[config.mk]
export PLATFORM = sky130hd
export DESIGN_NAME = parallel_port_pin_function_select
export DESIGN_NICKNAME = d
export VERILOG_FILES = /design/src/hdl/pin_func_pkg.sv /design/src/hdl/parallel_port_pin_function_select.sv
export SDC_FILE = /design/constraint.sdc
export NUM_CORES = 1
export LEC_CHECK = 0
export BUFFER_PORTS_ARGS = -buffer_cell sky130_fd_sc_hd__buf_4
export CORE_UTILIZATION = 43
export DETAILED_ROUTE_END_ITERATION = 8
export PLACE_DENSITY = 0.79
export REMOVE_ABC_BUFFERS = 1
export SETUP_SLACK_MARGIN = 0.02
export SYNTH_ARGS = -nofsm -noshare
export SYNTH_HDL_FRONTEND = slang
export SYNTH_SLANG_ARGS = --single-unit
[constraint.sdc]
create_clock -name i_mclk -period 1.2 [get_ports i_mclk]
set_input_delay 0.36 -clock i_mclk [delete_from_list [all_inputs] [get_ports i_mclk]]
set_output_delay 0.36 -clock i_mclk [all_outputs]
set_load 0.005 [all_outputs]
[src/hdl/pin_func_pkg.sv]
package pin_func_pkg;
    // number of multiplexed pins handled here
    localparam int unsigned NUM_PINS = 5;
    // pin index within the group
    localparam int unsigned IDX_LINE_29 = 0;
    localparam int unsigned IDX_LINE_30 = 1;
    localparam int unsigned IDX_LINE_31 = 2;
    localparam int unsigned IDX_LINE_32 = 3;
    localparam int unsigned IDX_LINE_33 = 4;
    // memory-interface controls drive high once out of reset
    localparam logic [4:0] MEM_IDLE_LEVEL = 5'h1f;
    // pad enables are active low: every pad released, every pad driven
    localparam logic [4:0] OE_ALL_FLOAT = 5'h1f;
    localparam logic [4:0] OE_ALL_DRIVE = 5'h00;
    // saturation points of the helper counters beside the checks
    localparam logic [7:0] HELD_CNT_MAX = 8'hff;
    localparam logic [1:0] STRAP_SETTLE = 2'h3;
    // function codes, one-hot
    typedef enum logic [2:0] {
        FN_RESET = 3'h1,
        FN_GPIO = 3'h2,
        FN_MEM = 3'h4
    } pin_fn_t;
endpackage : pin_func_pkg

[src/hdl/parallel_port_pin_function_select.sv]
`timescale 1ns/100ps
////////////////////////////////////////////////////////////////////////////
// Summary of operation
// - strap level in reset picks pin function
// - strap low selects general-purpose I/O
// - strap high selects memory control outputs
// - general-purpose lines are inputs after reset
// - byte enables float in reset, then 1
// - sdram clock enable floats, then drives 1
// - lines 29-33 pair with be1-3, cke, soe3
// - space-3 output enable floats, then drives 1
module parallel_port_pin_function_select (
    input wire logic i_mclk,
    input wire logic i_rst_b,
    input wire logic i_strap_select_input,
    input wire logic [4:0] i_pin_in,
    output logic [4:0] o_pin_out,
    output logic [4:0] o_pin_oe_b,
    output logic [4:0] o_par_io_line_in,
    output logic o_gpio_mode,
    output logic o_mem_mode
);
    ////////////////////////////////////////////////////////////////////////
    // strap and pin synchronisers: first stage feeds only the second
    logic strap_s1_q, strap_s2_q;
    logic [4:0] pin_s1_q, pin_s2_q;
    always_ff @(posedge i_mclk) begin
        strap_s1_q <= i_strap_select_input;
        strap_s2_q <= strap_s1_q;
        pin_s1_q <= i_pin_in;
        pin_s2_q <= pin_s1_q;
    end

    ////////////////////////////////////////////////////////////////////////
    // function state: strap tracked in reset, frozen after release
    pin_func_pkg::pin_fn_t fn_q, fn_d;
    logic strap_q, strap_d;
    always_comb begin
        fn_d = fn_q;
        strap_d = strap_q;
        if (!i_rst_b) begin
            fn_d = pin_func_pkg::FN_RESET;
            strap_d = strap_s2_q;
        end else begin
            case (fn_q)
                pin_func_pkg::FN_RESET: begin
                    // reset release: commit the sampled strap
                    fn_d = strap_q ? pin_func_pkg::FN_MEM
                                   : pin_func_pkg::FN_GPIO;
                end
                default: fn_d = fn_q;
            endcase
        end
    end
    always_ff @(posedge i_mclk) begin
        fn_q <= fn_d;
        strap_q <= strap_d;
    end

    ////////////////////////////////////////////////////////////////////////
    // pin pairing, bit p of every pad vector:
    //   0: line 29 / byte enable 1
    //   1: line 30 / byte enable 2
    //   2: line 31 / byte enable 3
    //   3: line 32 / sdram clock enable
    //   4: line 33 / space-3 output enable
    // modes decode fn_d so that pads and flags switch on the same edge
    // that commits the strap, one cycle after release
    logic gmode_d, mmode_d;
    always_comb begin
        gmode_d = 1'b0;
        mmode_d = 1'b0;
        if (i_rst_b) begin
            gmode_d = (fn_d == pin_func_pkg::FN_GPIO);
            mmode_d = (fn_d == pin_func_pkg::FN_MEM);
        end
    end
    always_ff @(posedge i_mclk) begin
        o_gpio_mode <= gmode_d;
        o_mem_mode <= mmode_d;
    end

    ////////////////////////////////////////////////////////////////////////
    // pad drive, one slice per pin; oe is active low, so every pad floats
    // in reset and while its line serves as a general-purpose input
    for (genvar p = 0; p < pin_func_pkg::NUM_PINS; p++) begin : g_pad
        logic out_d, oe_b_d, gin_d;
        logic out_q, oe_b_q, gin_q;
        always_comb begin
            out_d = 1'b0;
            oe_b_d = pin_func_pkg::OE_ALL_FLOAT[p];
            gin_d = 1'b0;
            if (i_rst_b) begin
                case (fn_d)
                    pin_func_pkg::FN_MEM: begin
                        out_d = pin_func_pkg::MEM_IDLE_LEVEL[p];
                        oe_b_d = pin_func_pkg::OE_ALL_DRIVE[p];
                    end
                    pin_func_pkg::FN_GPIO: begin
                        gin_d = pin_s2_q[p];
                    end
                    default: begin
                        oe_b_d = pin_func_pkg::OE_ALL_FLOAT[p];
                    end
                endcase
            end
        end
        always_ff @(posedge i_mclk) begin
            out_q <= out_d;
            oe_b_q <= oe_b_d;
            gin_q <= gin_d;
        end
        // flops feed the pads directly, no logic after them
        assign o_pin_out[p] = out_q;
        assign o_pin_oe_b[p] = oe_b_q;
        assign o_par_io_line_in[p] = gin_q;
    end : g_pad

    ////////////////////////////////////////////////////////////////////////
    // cycles since release, saturating; lets the checks see that a role
    // chosen at release survives a long quiet stretch
    logic [7:0] held_cnt_q, held_cnt_d;
    always_comb begin
        held_cnt_d = held_cnt_q;
        if (!i_rst_b) begin
            held_cnt_d = 8'h00;
        end else if (held_cnt_q != pin_func_pkg::HELD_CNT_MAX) begin
            held_cnt_d = held_cnt_q + 8'h01;
        end
    end
    always_ff @(posedge i_mclk) begin
        held_cnt_q <= held_cnt_d;
    end

    // edges the synchronised strap has stood still; a strap that moves in
    // the last cycles of reset may still be in the synchroniser at release
    logic [1:0] strap_age_q, strap_age_d;
    always_comb begin
        strap_age_d = strap_age_q;
        if (strap_s2_q != strap_q) begin
            strap_age_d = 2'h0;
        end else if (strap_age_q != pin_func_pkg::STRAP_SETTLE) begin
            strap_age_d = strap_age_q + 2'h1;
        end
    end
    always_ff @(posedge i_mclk) begin
        strap_age_q <= strap_age_d;
    end
endmodule : parallel_port_pin_function_select

# --- Word level (Yosys, flattened, before mapping) ---
# Index checks and enable logic that the tools add are counted.
word_totals:
  ff_bits: 25
  latchBits: 0
  ramBits: 0
  rom_bits: 0
  input_bits: 8
  mem_count: 0
classes:
  add_sub_neg: 0
  mul: 0
  div: 0
  magnitude_cmp: 0
  eq_ne: 3
  shift: 0
  mux: 5
  bitwise_logic: 0
  reduce_logical: 1
op_table:
  columns: ["operator", "count"]
  rows:
  - ["two-way mux 3 bit", 3]
  - ["equality test 3 x 1 -> 1 bit, second input constant", 1]
  - ["equality test 3 x 2 -> 1 bit, second input constant", 1]
  - ["equality test 3 bit, second input constant", 1]
  - ["two-way mux 1 bit", 2]
  - ["AND reduction 2 bit", 1]

# --- Logic depth before layout (Yosys ltp) ---
logic_depth:
  ltp_word: 5
  ltp_mapped: 3

# --- Worst setup path before layout ---
# No wires, ideal clock.
synth_timing:
  path_kind: "reg-to-reg"
  start: "register strap_q"
  end: "register g_pad[0].gin_q"
  arrival_ns: 1.098
  t_required_ns: 1.120
  setup_slack_ns: 0.022
  path_stages_with_launch: 4
  path_buffers: 1
  cell_sequence: "edfxtp_1 -> or3b_1 -> buf_6 -> a211oi_2"
synth_between:
  elab_chain_cells: 5
synth_lines:
  columns: ["element", "line_no", "source"]
  rows:
  - ["from (decl)", "parallel_port_pin_function_select.sv:37", "logic strap_q, strap_d;"]
  - ["from (signal assigned)", "parallel_port_pin_function_select.sv:57", "strap_q <= strap_d;"]
  - ["two-way mux 3 bit", "parallel_port_pin_function_select.sv:48", "fn_d = strap_q ? pin_func_pkg::FN_MEM"]
  - ["two-way mux 3 bit", "parallel_port_pin_function_select.sv:45", "case (fn_q)"]
  - ["two-way mux 3 bit", "parallel_port_pin_function_select.sv:41", "if (!i_rst_b) begin"]
  - ["equality test 3 x 2 -> 1 bit", "parallel_port_pin_function_select.sv:94", "case (fn_d)"]
  - ["AND reduction 2 bit (no line)", null, null]
  - ["to (signal assigned)", "parallel_port_pin_function_select.sv:111", "gin_q <= gin_d;"]
  - ["to (decl)", "parallel_port_pin_function_select.sv:88", "logic out_q, oe_b_q, gin_q;"]
# No other way between the ends.
# A chain may end at the register's enable or synchronous reset.

==> results.txt <==
- Once detail routing completed, the nets flagged for antenna violations numbered 0.
- The die covers 0.00204 mm².
- Max-slew violation count: 0
- DR DRC count: 0
* Number of vias in the routed layout: 458
- Static power due to leakage: between 0.0004 and 0.0005 µW
- The worst path needs roughly 1.2 ns of the cycle, external delays included.
- Setup repair after global routing could not meet its margin everywhere.
- Kind of launch point of the worst setup path: flop
- The tree built by TritonCTS fans out to 24 sinks.
* Proportion of layout cells with a drive suffix above 1: 0.482
- The cell area that synthesis handed to floorplanning was 801 µm².
- Worst ir drop on vdd: 0.809 mV
- Slowest stage cell, crit path: dfxtp_4
- Hold-fix buffers, CTS: 0
* Data arrival time of the critical path: 0.81 ns
* Sum of negative setup slack: 0 ns
- Entering global routing, the biggest net connects 15 pins.
* Width of the die: ~45 µm
- The first global-routing pass estimated ~1700 µm of wire.
* CP max stage delay: about 0.38 ns
* Multi-input gate area: 163 µm²
* Final Setup Violations: 0
- Max-cap violations: 0
- In this run, CTS created clock tree buffers numbering 3.
- Static timing analysis puts the maximum clock frequency at around 850 MHz.
- Input and output buffers added on the ports amount to 24.
* H-tree depth: 1
- Clock tree skew after final layout: 0.00524 ns
- Final routed wire length divided by cell count: 9.58 µm
- Number of nets at the end of the flow: a little over 90
- Via count of the first global-routing pass: 421
- Number of antenna violations at the first check in global routing: 0
- Tracing the worst setup path back leads to its startpoint at o_mem_mode.
- The worst setup path is of the reg2out kind.
- Area taken by flip-flops and latches: approximately 500 µm²
- Overall die height: between 40 and 50 µm
* Kind of path behind the tightest hold check: in2reg
- The worst register-to-register path begins at strap_q.
- Clock-pin slew was measured on the worst setup and hold paths at between 0.1 and 0.15 ns.
- The longest clock path from root to sink contains 2 buffers.
- Counting both buffers and inverters, the worst setup path holds a total of 1.
- Among cell families on the critical path, the largest total delay comes from flip-flops.
- CTS tree: done
- Of the available clock period, the critical path in the final layout requires 0.978.
- Post-synthesis cell type count: 18
- During I/O placement, the number of pins put on the boundary was 25.
- Vias per cell: 4.24
- The count of endpoints failing hold in the final timing report was 0.
- After global routing the overflow that remains totals 0.
* Reg2Reg Setup Slack: about 0.050 ns
- The final layout contains routed wiring with a total length of 1040 µm.
- CTS placed an instance of clkbuf_4 at the clock tree root.
- The core region is between 0.0015 and 0.002 mm².
- Initial Util: 0.464
* Layout fillers: 158
- Yosys printed 0 warnings.
- The repair_antennas step left the layout with diodes totalling 0.
- DP HPWL: between 700 and 800 µm
* Cell count after synthesis: between 60 and 70
- Total GRT Usage: 0.118
* Required time of the worst setup path: between 0.8 and 0.9 ns
- Worst-Margin Slew: roughly 0.33 ns
- In this run the tightest slew margin relative to its limit is 0.777.
- Share of the yosys chip area belonging to registers: 0.612
* #FFs+latches synth: 24
- Placer's final routability congestion estimate: approximately 0.63
* Status: completed
- Worst skew pair latency: ~0.31 ns
* Area grow syn2layout: 22.0%
- For this design the ratio of total power to cell area is approximately 1600 mW/mm².
* Kind of capture point of the worst setup path: output port
* Per-instance average area after synthesis: between 10 and 15 µm²
* TritonRoute pass-1 iters: 1
- Across all hold checks on the routed design, the worst slack comes to 0.139 ns.
- In this run the most critical hold path is launched from i_pin_in[2].
- Traced cell by cell, the critical path runs through buf_4.
* Drt first-iter violations: 0
- Of all nets on the critical path, the largest fanout is 6.
- Count of standard-cell rows: 15
flip-flops by register name, summed over array words and instances (netlist names):
name / flops
o_gpio_mode: 1
strap_s2_q: 1
g_pad.gin_q: 5
o_mem_mode: 1
fn_q: 3
g_pad.oe_b_q: 1
strap_s1_q: 1
strap_q: 1
pin_s1_q: 5
pin_s2_q: 5
metal layers:
layer  global-route usage  vias to the layer above  part of all wire
met2                0.200                       22              0.50
met4               0.0909                        0             0.019
met3               0.0240                        4             0.076
li1                     -                      233                 -
met5                    0                        -                 0
met1                0.127                      199              0.40
power by group:
part / internal [µW] / leakage, µW / total [µW] / switching, µW
registers: 852 / 0.000202 / 875 / 22.6
logic: 105 / 0.000220 / 175 / 69.1
clock network: 254 / 0.0000261 / 487 / 232
total: 1210 / 0.000448 / 1540 / 324
cells by family (layout without fill, tap and decap cells):
group                  after synthesis  in the layout  synth area share
flip-flops                          24             24             0.612
AO/OA/AOI/OAI                       11             11             0.122
buffers and inverters               23             39             0.188
AND/OR/NAND/NOR                      9              9            0.0781
final timing paths:
check                                    end  depth (start not counted)
worst max-delay path            o_pin_out[0]                          1
worst max register to register    o_mem_mode                          4
worst min-delay path             pin_s1_q[2]                          1
worst min register to register   pin_s2_q[4]                          0
synthesized netlist by cell type:
library cell / count / share of area
nor2b_1: 1 / 0.0078
nor3b_1: 1 / 0.0094
o21a_1: 2 / 0.019
buf_4: 15 / 0.14
dfxtp_1: 23 / 0.57
o21ai_1: 1 / 0.0062
inv_1: 7 / 0.033
buf_6: 1 / 0.014
or3b_1: 1 / 0.011
a21oi_1: 2 / 0.013
nand3b_1: 1 / 0.0094
nand2_1: 1 / 0.0047
and2b_1: 1 / 0.0094
a211oi_2: 5 / 0.078
o21ai_0: 1 / 0.0062
and3b_1: 1 / 0.011
edfxtp_1: 1 / 0.038
nand2b_1: 2 / 0.016
per-stage QoR:
stage	cell area [µm²]	utilization	total power, µW	std cells	worst slack [ns]
floorplan	677	-	957	51	0.00677
global placement	911	0.528	1050	103	0.0147
detailed placement	911	0.528	1060	103	-0.0396
CTS	971	0.562	1550	108	0.0145
global route	977	0.566	1590	108	-0.00732
finish	977	0.566	1540	108	0.0262
timing repair:
action                     in CTS  in global routing
pin swaps                       0                  6
gates resized for setup         3                  2
setup endpoints to repair      17                 17
setup buffers                   1                  0
area by class of cell:
class,instances,area share
clock buffer,4,0.0487
timing repair buffer,28,0.219
sequential,24,0.507
tap,25,0.0320
inverter,7,0.0269
multi-input combinational,20,0.166
layout by cell type (no fill, tap or decap):
master	synthesis	layout
nand2b_1	2	2
dfxtp_1	23	21
a21oi_1	2	2
clkbuf_4	0	3
buf_6	1	1
edfxtp_1	1	1
a211oi_2	5	5
and3b_1	1	1
nand2_1	1	1
buf_4	15	27
o21ai_0	1	1
o21ai_1	1	1
and2b_1	1	1
dfxtp_2	0	1
nor2b_1	1	1
clkbuf_16	0	1
nand3b_1	1	1
inv_1	7	7
or3b_4	0	1
nor3b_1	1	1
dfxtp_4	0	1
o21a_1	2	2
Note: power is estimated with default switching activity, not from simulation.
